`config.mk`:
```
export PLATFORM = sky130hd
export DESIGN_NAME = gcdc_regs
export DESIGN_NICKNAME = d
export VERILOG_FILES = /design/src/gcdc_pkg.sv /design/src/gcdc_if.sv /design/src/gcdc_gain_mult.sv /design/src/gcdc_regs.sv /design/src/gcdc_wr_join.sv
export SDC_FILE = /design/constraint.sdc
export NUM_CORES = 2
export LEC_CHECK = 0
export BUFFER_PORTS_ARGS = -buffer_cell sky130_fd_sc_hd__buf_2
export CAP_MARGIN = 20
export CORE_ASPECT_RATIO = 1.25
export CORE_MARGIN = 2
export CORE_UTILIZATION = 57
export DETAILED_ROUTE_END_ITERATION = 6
export GPL_ROUTABILITY_DRIVEN = 0
export PLACE_DENSITY_LB_ADDON = 0.15
export REMOVE_ABC_BUFFERS = 1
export SYNTH_ARGS = -nofsm -noshare
export SYNTH_HDL_FRONTEND = slang
export SYNTH_SLANG_ARGS = --single-unit
export TNS_END_PERCENT = 50
```
`constraint.sdc`:
```
create_clock -name clock_in -period 7.05 [get_ports clock_in]
set_input_delay 1.41 -clock clock_in [delete_from_list [all_inputs] [get_ports clock_in]]
set_output_delay 1.41 -clock clock_in [all_outputs]
set_load 0.01 [all_outputs]
```
`src/gcdc_pkg.sv`:
```
// gcdc_pkg: register indices, field layout, reset values and types for the gain/converter bank
package gcdc_pkg;
  // register index width; byte address is four times the index
  localparam int unsigned IDX_W = 6;
  localparam int unsigned ADDR_LSB = 2;
  typedef logic [IDX_W-1:0] gcdc_index_type;
  // printed register indices
  localparam gcdc_index_type IDX_GAIN_UPPER = 6'h11;
  localparam gcdc_index_type IDX_GAIN_LOWER = 6'h12;
  localparam gcdc_index_type IDX_CONV_CTRL = 6'h31;
  localparam gcdc_index_type IDX_MAP_CRC = 6'h3e;
  // extra status registers of this bank
  localparam gcdc_index_type IDX_STATUS = 6'h01;
  localparam gcdc_index_type IDX_LAST_RESULT = 6'h02;
  // reset values
  localparam logic [15:0] RST_GAIN_UPPER = 16'h8000;
  localparam logic [7:0] RST_GAIN_LOW_BITS = 8'h00;
  localparam logic [15:0] RST_CONV_CTRL = 16'h0000;
  localparam logic [15:0] RST_MAP_CRC = 16'h0000;
  // field positions
  localparam int unsigned GAIN_LOW_LSB = 8;
  localparam int unsigned CONV_EN_BIT = 0;
  localparam int unsigned BAND_LSB = 8;
  localparam int unsigned BAND_W = 4;
  // data path widths and gain scaling (code / 2^23)
  localparam int unsigned SAMPLE_W = 24;
  localparam int unsigned GAIN_W = 24;
  localparam int unsigned GAIN_FRAC_BITS = 23;
  // axi responses
  localparam logic [1:0] RESP_OKAY = 2'b00;
  localparam logic [1:0] RESP_SLVERR = 2'b10;
  // read channel states
  typedef enum logic [1:0] {
    GCDC_RD_IDLE = 2'b00,
    GCDC_RD_RESP = 2'b01
  } gcdc_rd_state_type;
endpackage

```
`src/gcdc_if.sv`:
```
// gcdc_if: internal carriers for joined writes and the gain multiplier
interface gcdc_wr_if;
  logic strobe; // one-cycle pulse: a joined write is performed
  gcdc_pkg::gcdc_index_type index; // register index of the write
  logic [31:0] data; // write data
  logic [3:0] strb; // byte lanes
  logic hit; // index decodes to a writable register
  modport join_side (output strobe, output index, output data, output strb, input hit);
  modport reg_side (input strobe, input index, input data, input strb, output hit);
endinterface

interface gcdc_mul_if;
  logic in_valid; // sample present
  logic signed [gcdc_pkg::SAMPLE_W-1:0] sample; // raw conversion result
  logic [gcdc_pkg::GAIN_W-1:0] gain; // unsigned gain code
  logic out_valid; // corrected result present
  logic signed [gcdc_pkg::SAMPLE_W-1:0] result; // corrected result
  modport mult_side (input in_valid, input sample, input gain, output out_valid, output result);
  modport user_side (output in_valid, output sample, output gain, input out_valid, input result);
endinterface

```
`src/gcdc_gain_mult.sv`:
```
// gcdc_gain_mult: applies the gain code to each sample, one cycle latency, saturating
module gcdc_gain_mult
  import gcdc_pkg::*;
(
  input wire logic clock_in,
  input wire logic reset_in,
  gcdc_mul_if.mult_side mul
);
  localparam int unsigned PROD_W = SAMPLE_W + GAIN_W + 1;
  logic signed [PROD_W-1:0] product; // signed sample times unsigned gain
  logic signed [PROD_W-1:0] scaled; // product divided by 2^23
  logic signed [SAMPLE_W-1:0] nxt_result;
  logic signed [SAMPLE_W-1:0] result_ff;
  logic valid_ff;

  // gain is zero-extended so an upper bit set never reads as negative
  always_comb begin
    product = $signed({1'b0, mul.gain}) * mul.sample;
    scaled = product >>> GAIN_FRAC_BITS;
    // clip instead of wrapping: gains near two can overflow full-scale inputs
    if (&scaled[PROD_W-1:SAMPLE_W-1] || ~|scaled[PROD_W-1:SAMPLE_W-1]) begin
      nxt_result = scaled[SAMPLE_W-1:0];
    end else if (scaled[PROD_W-1]) begin
      nxt_result = {1'b1, {(SAMPLE_W-1){1'b0}}};
    end else begin
      nxt_result = {1'b0, {(SAMPLE_W-1){1'b1}}};
    end
  end

  // result register
  always_ff @(posedge clock_in or posedge reset_in) begin
    if (reset_in) begin
      result_ff <= '0;
      valid_ff <= 1'b0;
    end else begin
      valid_ff <= mul.in_valid;
      if (mul.in_valid) begin
        result_ff <= nxt_result;
      end
    end
  end

  assign mul.out_valid = valid_ff;
  assign mul.result = result_ff;
endmodule // gcdc_gain_mult

```
`src/gcdc_regs.sv`:
```
// gcdc_regs: gain calibration, converter control and map checksum register bank
// Function
// upper gain bits 23:8 at 0x11, read-write
// lower gain bits 7:0 at 0x12[15:8]
// gain code unsigned, range zero to near two
// upper gain register resets to 0x8000
// lower register resets zero, bits 7:0 read zero
// band code in control bits 11:8
// control bit 0 enables the converter
// control at 0x31, reset zero, reserved written zero
// checksum read-only at 0x3e, zero at reset
// every sample multiplied by stored gain factor
// gain equals code divided by 2^23
//
// Decided for this implementation: register access over AXI4-Lite.
module gcdc_regs
  import gcdc_pkg::*;
#(
  parameter int unsigned ADDR_W = 8
) (
  input wire logic clock_in,
  input wire logic reset_in,
  // axi4-lite write address channel
  input wire logic [ADDR_W-1:0] s_axi_awaddr_in,
  input wire logic [2:0] s_axi_awprot_in,
  input wire logic s_axi_awvalid_in,
  output logic s_axi_awready_out,
  // axi4-lite write data channel
  input wire logic [31:0] s_axi_wdata_in,
  input wire logic [3:0] s_axi_wstrb_in,
  input wire logic s_axi_wvalid_in,
  output logic s_axi_wready_out,
  // axi4-lite write response channel
  output logic [1:0] s_axi_bresp_out,
  output logic s_axi_bvalid_out,
  input wire logic s_axi_bready_in,
  // axi4-lite read address channel
  input wire logic [ADDR_W-1:0] s_axi_araddr_in,
  input wire logic [2:0] s_axi_arprot_in,
  input wire logic s_axi_arvalid_in,
  output logic s_axi_arready_out,
  // axi4-lite read data channel
  output logic [31:0] s_axi_rdata_out,
  output logic [1:0] s_axi_rresp_out,
  output logic s_axi_rvalid_out,
  input wire logic s_axi_rready_in,
  // raw conversion results
  input wire logic sample_valid_in,
  input wire logic signed [SAMPLE_W-1:0] sample_data_in,
  // gain corrected results
  output logic result_valid_out,
  output logic signed [SAMPLE_W-1:0] result_data_out,
  // register map checksum from the checksum engine
  input wire logic [15:0] map_crc_in,
  input wire logic map_crc_valid_in,
  // converter and gain controls
  output logic converter_enable_out,
  output logic [BAND_W-1:0] converter_band_code_out,
  output logic [GAIN_W-1:0] gain_factor_out
);
  import gcdc_pkg::*;

  // the index field must fit inside the byte address
  if (ADDR_W < IDX_W + ADDR_LSB) begin : g_addr_check
    $error("gcdc_regs: ADDR_W too small for the register map");
  end

  // decides whether an index names a readable register
  function automatic logic is_readable(input gcdc_index_type idx);
    is_readable = (idx == IDX_GAIN_UPPER) || (idx == IDX_GAIN_LOWER) ||
                  (idx == IDX_CONV_CTRL) || (idx == IDX_MAP_CRC) ||
                  (idx == IDX_STATUS) || (idx == IDX_LAST_RESULT);
  endfunction

  // decides whether an index names a writable register
  function automatic logic is_writable(input gcdc_index_type idx);
    is_writable = (idx == IDX_GAIN_UPPER) || (idx == IDX_GAIN_LOWER) ||
                  (idx == IDX_CONV_CTRL);
  endfunction

  // merges the two low byte lanes of a write into a 16-bit value
  function automatic logic [15:0] merge16(input logic [15:0] old_val,
                                          input logic [31:0] new_val,
                                          input logic [3:0] strb);
    merge16[7:0] = strb[0] ? new_val[7:0] : old_val[7:0];
    merge16[15:8] = strb[1] ? new_val[15:8] : old_val[15:8];
  endfunction

  // register state
  logic [15:0] gain_factor_high_bits_ff; // gain code bits 23:8
  logic [7:0] gain_factor_low_bits_ff; // gain code bits 7:0
  logic [15:0] conv_ctrl_ff; // whole control word, reserved bits kept
  logic [15:0] map_crc_ff; // last checksum delivered
  logic signed [SAMPLE_W-1:0] last_result_ff; // last corrected sample
  logic [15:0] nxt_gain_high;
  logic [15:0] nxt_gain_low_word;
  logic [15:0] nxt_conv_ctrl;

  // read channel state
  gcdc_rd_state_type rd_state_ff;
  logic [31:0] rdata_ff;
  logic [1:0] rresp_ff;
  logic [31:0] nxt_rdata;
  gcdc_index_type rd_index;
  logic rd_take;

  // internal carriers
  gcdc_wr_if wr ();
  gcdc_mul_if mul ();

  // protection bits carry no meaning here; every access is served alike
  logic unused_prot;
  assign unused_prot = ^{s_axi_awprot_in, s_axi_arprot_in};

  // write address and data joining, write response
  gcdc_wr_join #(
    .ADDR_W(ADDR_W)
  ) u_wr_join (
    .clock_in(clock_in),
    .reset_in(reset_in),
    .awaddr_in(s_axi_awaddr_in),
    .awvalid_in(s_axi_awvalid_in),
    .awready_out(s_axi_awready_out),
    .wdata_in(s_axi_wdata_in),
    .wstrb_in(s_axi_wstrb_in),
    .wvalid_in(s_axi_wvalid_in),
    .wready_out(s_axi_wready_out),
    .bresp_out(s_axi_bresp_out),
    .bvalid_out(s_axi_bvalid_out),
    .bready_in(s_axi_bready_in),
    .wr(wr.join_side)
  );

  // unmapped or read-only indices answer with an error response
  assign wr.hit = is_writable(wr.index);

  // next values for the writable registers, only enabled lanes change
  always_comb begin
    nxt_gain_high = merge16(gain_factor_high_bits_ff, wr.data, wr.strb);
    nxt_gain_low_word = merge16({gain_factor_low_bits_ff, 8'h00}, wr.data, wr.strb);
    nxt_conv_ctrl = merge16(conv_ctrl_ff, wr.data, wr.strb);
  end

  // upper gain register: full 16-bit read-write, mid-scale at reset
  always_ff @(posedge clock_in or posedge reset_in) begin
    if (reset_in) begin
      gain_factor_high_bits_ff <= RST_GAIN_UPPER;
    end else if (wr.strobe && wr.index == IDX_GAIN_UPPER) begin
      gain_factor_high_bits_ff <= nxt_gain_high;
    end
  end

  // lower gain register: only the upper byte is stored
  always_ff @(posedge clock_in or posedge reset_in) begin
    if (reset_in) begin
      gain_factor_low_bits_ff <= RST_GAIN_LOW_BITS;
    end else if (wr.strobe && wr.index == IDX_GAIN_LOWER) begin
      // low byte lane is dropped, those bits have no storage
      gain_factor_low_bits_ff <= nxt_gain_low_word[GAIN_LOW_LSB +: 8];
    end
  end

  // converter control word, reserved bits stored as written
  always_ff @(posedge clock_in or posedge reset_in) begin
    if (reset_in) begin
      conv_ctrl_ff <= RST_CONV_CTRL;
    end else if (wr.strobe && wr.index == IDX_CONV_CTRL) begin
      // software is expected to keep reserved bits zero; nothing forces it
      conv_ctrl_ff <= nxt_conv_ctrl;
    end
  end

  // checksum register: only the checksum engine updates it
  always_ff @(posedge clock_in or posedge reset_in) begin
    if (reset_in) begin
      map_crc_ff <= RST_MAP_CRC;
    end else if (map_crc_valid_in) begin
      map_crc_ff <= map_crc_in;
    end
  end

  // converter outputs straight from the control flip-flops
  assign converter_enable_out = conv_ctrl_ff[CONV_EN_BIT];
  // band code must match the modulator clock band; this bank only carries it
  assign converter_band_code_out = conv_ctrl_ff[BAND_LSB +: BAND_W];

  // the assembled 24-bit unsigned code, mid-scale means a gain of one
  assign gain_factor_out = {gain_factor_high_bits_ff, gain_factor_low_bits_ff};

  // gain correction data path
  assign mul.in_valid = sample_valid_in;
  assign mul.sample = sample_data_in;
  assign mul.gain = gain_factor_out;

  // one-cycle multiplier; a gain change applies from the next sample taken
  gcdc_gain_mult u_gain_mult (
    .clock_in(clock_in),
    .reset_in(reset_in),
    .mul(mul.mult_side)
  );

  assign result_valid_out = mul.out_valid;
  assign result_data_out = mul.result;

  // keeps the latest corrected sample visible to software
  always_ff @(posedge clock_in or posedge reset_in) begin
    if (reset_in) begin
      last_result_ff <= '0;
    end else if (mul.out_valid) begin
      last_result_ff <= mul.result;
    end
  end

  // read path: one request at a time, answered the cycle after it is taken
  assign rd_index = s_axi_araddr_in[ADDR_LSB +: IDX_W];
  assign s_axi_arready_out = (rd_state_ff == GCDC_RD_IDLE);
  assign rd_take = s_axi_arvalid_in && s_axi_arready_out;

  // read data selection, narrow registers sit in the low bits
  always_comb begin
    nxt_rdata = 32'h0000_0000;
    unique case (rd_index)
      IDX_GAIN_UPPER: begin
        nxt_rdata[15:0] = gain_factor_high_bits_ff;
      end
      IDX_GAIN_LOWER: begin
        // reserved low byte always reads zero
        nxt_rdata[15:0] = {gain_factor_low_bits_ff, 8'h00};
      end
      IDX_CONV_CTRL: begin
        nxt_rdata[15:0] = conv_ctrl_ff;
      end
      IDX_MAP_CRC: begin
        nxt_rdata[15:0] = map_crc_ff;
      end
      IDX_STATUS: begin
        nxt_rdata[15:0] = {11'h000, converter_band_code_out, converter_enable_out};
      end
      IDX_LAST_RESULT: begin
        nxt_rdata[SAMPLE_W-1:0] = last_result_ff;
      end
      default: begin
        nxt_rdata = 32'h0000_0000;
      end
    endcase
  end

  // read channel state machine
  always_ff @(posedge clock_in or posedge reset_in) begin
    if (reset_in) begin
      rd_state_ff <= GCDC_RD_IDLE;
    end else begin
      unique case (rd_state_ff)
        GCDC_RD_IDLE: begin
          if (rd_take) begin
            rd_state_ff <= GCDC_RD_RESP;
          end
        end
        GCDC_RD_RESP: begin
          if (s_axi_rready_in) begin
            rd_state_ff <= GCDC_RD_IDLE;
          end
        end
        default: begin
          rd_state_ff <= GCDC_RD_IDLE;
        end
      endcase
    end
  end

  // read data and response captured when the address is taken
  always_ff @(posedge clock_in or posedge reset_in) begin
    if (reset_in) begin
      rdata_ff <= 32'h0000_0000;
      rresp_ff <= RESP_OKAY;
    end else if (rd_take) begin
      rdata_ff <= is_readable(rd_index) ? nxt_rdata : 32'h0000_0000;
      rresp_ff <= is_readable(rd_index) ? RESP_OKAY : RESP_SLVERR;
    end
  end

  assign s_axi_rvalid_out = (rd_state_ff == GCDC_RD_RESP);
  assign s_axi_rdata_out = rdata_ff;
  assign s_axi_rresp_out = rresp_ff;
endmodule // gcdc_regs

```
`src/gcdc_wr_join.sv`:
```
// gcdc_wr_join: axi-lite write address/data joiner and write response channel
module gcdc_wr_join
  import gcdc_pkg::*;
#(
  parameter int unsigned ADDR_W = 8
) (
  input wire logic clock_in,
  input wire logic reset_in,
  input wire logic [ADDR_W-1:0] awaddr_in,
  input wire logic awvalid_in,
  output logic awready_out,
  input wire logic [31:0] wdata_in,
  input wire logic [3:0] wstrb_in,
  input wire logic wvalid_in,
  output logic wready_out,
  output logic [1:0] bresp_out,
  output logic bvalid_out,
  input wire logic bready_in,
  gcdc_wr_if.join_side wr
);
  logic aw_held_ff; // address captured, waiting for data
  logic w_held_ff; // data captured, waiting for address
  logic [ADDR_W-1:0] addr_ff;
  logic [31:0] data_ff;
  logic [3:0] strb_ff;
  logic bvalid_ff;
  logic [1:0] bresp_ff;

  // each channel accepts only while its holding slot is free and no response waits
  assign awready_out = !aw_held_ff && !bvalid_ff;
  assign wready_out = !w_held_ff && !bvalid_ff;
  assign wr.strobe = aw_held_ff && w_held_ff;
  assign wr.index = addr_ff[ADDR_LSB +: IDX_W];
  assign wr.data = data_ff;
  assign wr.strb = strb_ff;

  // capture address and data in either order, then retire them together
  always_ff @(posedge clock_in or posedge reset_in) begin
    if (reset_in) begin
      aw_held_ff <= 1'b0;
      w_held_ff <= 1'b0;
      addr_ff <= '0;
      data_ff <= '0;
      strb_ff <= '0;
    end else if (wr.strobe) begin
      aw_held_ff <= 1'b0;
      w_held_ff <= 1'b0;
    end else begin
      if (awvalid_in && awready_out) begin
        aw_held_ff <= 1'b1;
        addr_ff <= awaddr_in;
      end
      if (wvalid_in && wready_out) begin
        w_held_ff <= 1'b1;
        data_ff <= wdata_in;
        strb_ff <= wstrb_in;
      end
    end
  end

  // response one cycle after the write is performed, held until bready
  always_ff @(posedge clock_in or posedge reset_in) begin
    if (reset_in) begin
      bvalid_ff <= 1'b0;
      bresp_ff <= RESP_OKAY;
    end else if (wr.strobe) begin
      bvalid_ff <= 1'b1;
      bresp_ff <= wr.hit ? RESP_OKAY : RESP_SLVERR;
    end else if (bready_in) begin
      bvalid_ff <= 1'b0;
    end
  end

  assign bvalid_out = bvalid_ff;
  assign bresp_out = bresp_ff;
endmodule // gcdc_wr_join
```
Yosys cells after proc, flatten, opt, wreduce, memory -nomap -nowiden
Index checks and enable logic that the tools add are counted.
- bits of input ports: 107
- output and inout bits: 95
- register bits: 172
- reduce and logical (&&, ||, !) cells: 35
- mux-type cells: 16
- bitwise logic cells: 1
- multipliers: 1
- eq/ne operators: 12
- operator list (cell ; number):
    one-hot mux 16 bit (6 select lines) ; 1
    two-way mux 24 bit ; 3
    multiplier 25 x 24 -> 49 bit ; 1
    == test 6 x 5 -> 1 bit (second input constant) ; 4
    == test 6 bit (second input constant) ; 3
    AND reduction 2 bit ; 8
    logical AND 1 bit ; 9
    logical OR 1 bit ; 8
    two-way mux 2 bit ; 4
    two-way mux 8 bit ; 1
    == test 6 x 1 -> 1 bit (second input constant) ; 1
    == test 6 x 2 -> 1 bit (second input constant) ; 1
    two-way mux 1 bit ; 6
    nonzero test 2 bit ; 3
    zero test 1 bit ; 4
    inequality test 2 x 1 -> 1 bit (second input constant) ; 2
    one-hot mux 2 bit (2 select lines) ; 1
    AND reduction 3 bit ; 1
    OR reduction 3 bit ; 1
    == test 2 x 1 -> 1 bit (second input constant) ; 1
    zero test 2 bit ; 1
    inverter 1 bit ; 1

Logic depth before layout (Yosys ltp)
- depth after elaboration: 7
- depth in mapped cells: 27
- mapped depth without buffers: 25

Hierarchy
Synthesis repeated with hierarchy kept, for this count alone.
- cell total of the unflattened synthesis: 2654
- area total of the unflattened synthesis: 26320.2 um^2
- by module, submodules not included (module ; instances ; area each (um^2) ; cells an instance ; sequential area each (um^2)):
    gcdc_gain_mult ; 1 ; 19676.4 ; 2176 ; 625.6
    gcdc_regs ; 1 ; 4743.3 ; 370 ; 2653.8
    gcdc_wr_join ; 1 ; 1900.6 ; 108 ; 1151.1

Worst setup path before layout
No wires, ideal clock.
- kind: input port to flip-flop
- start point: input port sample_data_in[3]
- end point: register u_gain_mult.result_ff[1] (netlist: u_gain_mult.mul.result[1])
- slack: -760 ps
- data required time: 6924 ps
- buffers on the path: 2
- arrival: 7684 ps
- cell stages on the path: 24
- cells stage by stage: clkbuf_1 -> nand2_1 -> fa_1 -> inv_1 -> fa_1 -> fa_1 -> inv_1 -> fa_1 -> inv_1 -> fa_1 -> fa_1 -> inv_1 -> fa_1 -> inv_1 -> ha_1 -> a21oi_4 -> nand2_2 -> or3_4 -> o2111ai_2 -> nand3_2 -> o2111a_1 -> a31o_4 -> buf_6 -> a221o_1
- word-level cells in the longest chain between the ends: 5
- RTL lines (item ; line ; source):
    from (decl) ; gcdc_regs.sv:49 ; input wire logic signed [SAMPLE_W-1:0] sample_data_in,
    multiplier 25 x 24 -> 49 bit (*) ; gcdc_gain_mult.sv:18 ; product = $signed({1'b0, mul.gain}) * mul.sample;
    OR reduction 3 bit ; gcdc_gain_mult.sv:21 ; if (&scaled[PROD_W-1:SAMPLE_W-1] || ~|scaled[PROD_W-1:SAMPLE_W-1]) begin
    zero test 1 bit ; gcdc_gain_mult.sv:21 ;
    logical OR 1 bit ; gcdc_gain_mult.sv:21 ;
    two-way mux 24 bit (*) ; gcdc_gain_mult.sv:21 ;
    to (signal assigned) ; gcdc_gain_mult.sv:38 ; result_ff <= nxt_result;
    to (decl) ; gcdc_gain_mult.sv:13 ; logic signed [SAMPLE_W-1:0] result_ff;
Mark *: on every way between the ends. The rest lies on a longest branch, timed or not.
A chain may end at the register's enable or synchronous reset.

Final worst setup path
- start point: input port sample_data_in[9]
- end point: register u_gain_mult.result_ff[15] (netlist: u_gain_mult.mul.result[15])
The elaborated chain is that of the path after synthesis.

==> impl_metrics.env <==
export IMPL_max_freq_ghz=0.131
export IMPL_timing_critical_path_from_type="input pin"
export IMPL_seqCellArea_sq_um=3980
export IMPL_first_global_vias=22124
export IMPL_hpwlAfterDp_mm=58.7
export IMPL_layout_core_utilization=0.690
export IMPL_worst_setup_path_end_kind="register"
export IMPL_finalHoldViolCount=0
export IMPL_route_detailed_wl_per_inst_microns=21.1
export IMPL_cts_tree="built"
export IMPL_tightest_pin_transition_ns=0.917
export IMPL_async_reset_ff_frac=1.00
export IMPL_maxCapViolCount=0
export IMPL_arrival_ns=7.93
export IMPL_area_growth_pct=19.7
export IMPL_ys_seq_area_frac=0.157
export IMPL_cts_buffers_inserted=17
export IMPL_final_antenna_net_count=0
export IMPL_via_per_inst=5.64
export IMPL_clkTransAtPathRegs_ns=0.06
export IMPL_ys_dominant_reg_cell="sky130_fd_sc_hd__dfrtp_1"
export IMPL_worst_ep_required_time_ns=7.36
export IMPL_fp_dieArea_sq_um=46300
export IMPL_grt_util_all_layers=0.342
export IMPL_nNetsFinal=3744
export IMPL_core_rows=86
export IMPL_hold_buffers=0
export IMPL_run_status="finished with violations"
export IMPL_synth_warning_count=0
export IMPL_multi_input_comb_area_sq_um=19400
export IMPL_number_of_h_tree_levels=4
export IMPL_holdCritPathClass="reg2reg"
export IMPL_synthCells=2620
export IMPL_top_level_ports=202
export IMPL_critical_path_max_fanout=12
export IMPL_initial_utilization=0.576
export IMPL_core_area_sq_um=44100
export IMPL_violations="setup timing"
export IMPL_clk_path_buf_depth=2
export IMPL_share_of_cells_above_drive_strength_1=0.244
export IMPL_synth_edf_count=0
export IMPL_finalWorstSetupSlack_ns=-0.569
export IMPL_worst_skew_pair_late_latency_ns=0.43
export IMPL_setup_viol=24
export IMPL_layoutNonFillerInstCount=3547
export IMPL_slew_headroom=0.388
export IMPL_number_of_antenna_violations_at_the_first_check_in_global_routing=3
export IMPL_ys_seq_elements=159
export IMPL_maximum_number_of_pins_on_one_net_before_global_route_repair=103
export IMPL_netlist_cell_type_count=72
export IMPL_post_place_cells=3472
export IMPL_finalMaxSlewViolations=0
export IMPL_grt_overflow=0
export IMPL_post_synth_instance_area_sq_um=25400
export IMPL_clock_skew_ns=0.00835
export IMPL_route_vias_total=20003
export IMPL_grt_setup_unrepaired="true"
export IMPL_clock_root_buffer="sky130_fd_sc_hd__clkbuf_16"
export IMPL_final_period_utilization=1.08
export IMPL_finalCriticalPeriod_ns=7.62
export IMPL_die_h_microns=240
export IMPL_final_routed_drc_violation_total=0
export IMPL_syn_area_per_cell_sq_um=9.70
export IMPL_grt_pass1_wl_mm=118
export IMPL_fillerInstances=3373
export IMPL_port_buffer_count=163
export IMPL_dieWidth_microns=193
export IMPL_clkSinkCount=159
export IMPL_timing_worst_setup_path_type="in2reg"
export IMPL_detailedRoute_firstPassIterationCount=6
export IMPL_wirelength_mm=74.9
export IMPL_dr_first_iter_drc_count=1161
## cell type report
cell class,count,share of cell area
tap,572,0.0235
clock inverter,11,0.00345
multi-input combinational,1785,0.639
antenna,4,0.000329
sequential,159,0.131
inverter,545,0.0675
clock buffer,21,0.0155
timing repair buffer,450,0.120
## sequential cells by signal, summed over array words and instances (netlist names)
signal and count:
gain_factor_low_bits_ff 8, map_crc_ff 16, s_axi_rresp_out 1, u_wr_join.aw_held_ff 1, rd_state_ff 1, gain_factor_high_bits_ff 16, u_wr_join.bresp_out 1, last_result_ff 24
u_wr_join.addr_ff 6, u_wr_join.wr.strb 2, u_wr_join.wr.data 16, u_gain_mult.mul.out_valid 1, u_gain_mult.mul.result 24, u_wr_join.w_held_ff 1, s_axi_rdata_out 24, conv_ctrl_ff 16
u_wr_join.bvalid_out 1
## worst max-delay path, cell delays in order
cell and delay (ns):
sky130_fd_sc_hd__buf_16 0.14, sky130_fd_sc_hd__buf_4 0.15, sky130_fd_sc_hd__nand2_1 0.07, sky130_fd_sc_hd__fa_1 0.53
sky130_fd_sc_hd__inv_1 0.06, sky130_fd_sc_hd__fa_1 0.59, sky130_fd_sc_hd__fa_1 0.46, sky130_fd_sc_hd__fa_1 0.53
sky130_fd_sc_hd__fa_1 0.56, sky130_fd_sc_hd__fa_1 0.51, sky130_fd_sc_hd__inv_1 0.05, sky130_fd_sc_hd__fa_1 0.48
sky130_fd_sc_hd__inv_1 0.07, sky130_fd_sc_hd__ha_4 0.25, sky130_fd_sc_hd__a21oi_4 0.17, sky130_fd_sc_hd__nand2_2 0.07
sky130_fd_sc_hd__or3_4 0.39, sky130_fd_sc_hd__o2111ai_4 0.26, sky130_fd_sc_hd__nand3_4 0.15, sky130_fd_sc_hd__o2111a_2 0.32
sky130_fd_sc_hd__buf_12 0.14, sky130_fd_sc_hd__a31o_4 0.24, sky130_fd_sc_hd__a221o_1 0.31
## synth_stat cells (4+ instances only)
cell	number	share of area
sky130_fd_sc_hd__a211oi_1	5	0.0015
sky130_fd_sc_hd__a21o_1	23	0.0068
sky130_fd_sc_hd__a21oi_1	44	0.0087
sky130_fd_sc_hd__a221o_1	21	0.0083
sky130_fd_sc_hd__a221oi_1	13	0.0045
sky130_fd_sc_hd__a222oi_1	4	0.0016
sky130_fd_sc_hd__a22oi_1	4	0.0012
sky130_fd_sc_hd__and2_1	258	0.063
sky130_fd_sc_hd__and3_1	5	0.0012
sky130_fd_sc_hd__buf_1	5	0.00074
sky130_fd_sc_hd__buf_4	16	0.0047
sky130_fd_sc_hd__clkbuf_1	118	0.017
sky130_fd_sc_hd__dfrtp_1	158	0.16
sky130_fd_sc_hd__fa_1	481	0.38
sky130_fd_sc_hd__ha_1	198	0.097
sky130_fd_sc_hd__inv_1	544	0.080
sky130_fd_sc_hd__mux2_2	104	0.046
sky130_fd_sc_hd__mux2i_1	8	0.0031
sky130_fd_sc_hd__nand2_1	367	0.054
sky130_fd_sc_hd__nand2b_1	18	0.0044
sky130_fd_sc_hd__nand3_1	11	0.0022
sky130_fd_sc_hd__nand4_1	9	0.0022
sky130_fd_sc_hd__nor2_1	20	0.0030
sky130_fd_sc_hd__nor2b_1	15	0.0037
sky130_fd_sc_hd__nor3_1	8	0.0016
sky130_fd_sc_hd__o2111ai_1	4	0.0014
sky130_fd_sc_hd__o211ai_1	8	0.0024
sky130_fd_sc_hd__o21a_1	9	0.0027
sky130_fd_sc_hd__o21ai_0	50	0.0098
sky130_fd_sc_hd__o21ai_1	6	0.0012
sky130_fd_sc_hd__o21bai_1	6	0.0018
sky130_fd_sc_hd__xnor2_1	14	0.0048
sky130_fd_sc_hd__xor2_1	9	0.0031
## final timing paths
| kind | start | end | slack, ns | cells past startpoint |
|---|---|---|---|---|
| max | sample_data_in[9] | u_gain_mult.mul.result[15] | -0.57 | 23 |
| min | s_axi_rresp_out[1] | s_axi_rresp_out[1] | 0.48 | 2 |
| max reg2reg | gain_factor_high_bits_ff[10] | u_gain_mult.mul.result[15] | -0.09 | 27 |
| min reg2reg | s_axi_rresp_out[1] | s_axi_rresp_out[1] | 0.48 | 2 |
| max in group asynchronous | reset_in | map_crc_ff[13] | 4.55 | 3 |
| min in group asynchronous | reset_in | u_wr_join.addr_ff[6] | 1.15 | 2 |
## logic make-up after synthesis
group / synth area share
and+or+nand+nor: 0.143
buffers and inverters: 0.105
adders and majority gates: 0.476
AOI/OAI and AO/OA: 0.0623
DFF: 0.157
muxes: 0.0492
xor gates and xnor gates: 0.00792
other: 0.000147
## layer usage
layer  vias up  track usage  share of wire
met5         -            0              0
met4         0        0.239          0.080
met3       274       0.0619          0.070
met2       811        0.568           0.50
met1     10264        0.400           0.35
li1       8654            -              -
## timing repair
item                       in CTS  in global routing
gates cloned                    6                  2
setup buffers                  25                  6
resized for setup             146                 74
pin swaps                      56                 58
setup endpoints to repair      24                 24
## cell usage in the layout (no fill, tap or decap), types with 8 or more instances in the layout
master	instances
sky130_fd_sc_hd__xor2_1	8
sky130_fd_sc_hd__a21oi_1	37
sky130_fd_sc_hd__o21a_1	8
sky130_fd_sc_hd__buf_2	143
sky130_fd_sc_hd__conb_1	10
sky130_fd_sc_hd__nor2_1	20
sky130_fd_sc_hd__ha_1	182
sky130_fd_sc_hd__ha_4	15
sky130_fd_sc_hd__a221o_1	21
sky130_fd_sc_hd__fa_2	27
sky130_fd_sc_hd__nand2_1	358
sky130_fd_sc_hd__inv_1	516
sky130_fd_sc_hd__fa_1	454
sky130_fd_sc_hd__and2_4	15
sky130_fd_sc_hd__nor3_1	8
sky130_fd_sc_hd__and2_1	243
sky130_fd_sc_hd__a221oi_1	12
sky130_fd_sc_hd__o21ai_0	46
sky130_fd_sc_hd__dfrtp_1	158
sky130_fd_sc_hd__mux2_2	104
sky130_fd_sc_hd__buf_12	31
sky130_fd_sc_hd__nor2b_1	14
sky130_fd_sc_hd__inv_2	27
sky130_fd_sc_hd__mux2i_1	8
sky130_fd_sc_hd__buf_6	15
sky130_fd_sc_hd__buf_4	249
sky130_fd_sc_hd__nand2b_1	18
sky130_fd_sc_hd__o211ai_1	8
sky130_fd_sc_hd__xnor2_1	13
sky130_fd_sc_hd__nand3_1	11
sky130_fd_sc_hd__a21o_1	22
sky130_fd_sc_hd__nand4_1	9
sky130_fd_sc_hd__clkbuf_16	19
## per-stage QoR
stage                     area [sq um]  setup WS (ns)  hold WS (ns)  TNS, ns
after CTS                        30100         -0.519         0.484   -11.28
after floorplan                  24800         -0.571         0.472   -13.13
final                            30400         -0.569         0.482   -12.61
after global routing             30400         -0.725         0.505   -15.92
after global placement           28600          -1.24         0.460   -29.04
after detailed placement         28600          -1.30         0.464   -30.41
Power is not shown: default switching activity piles up to over one toggle a cycle in this logic, so the estimate is an artifact.
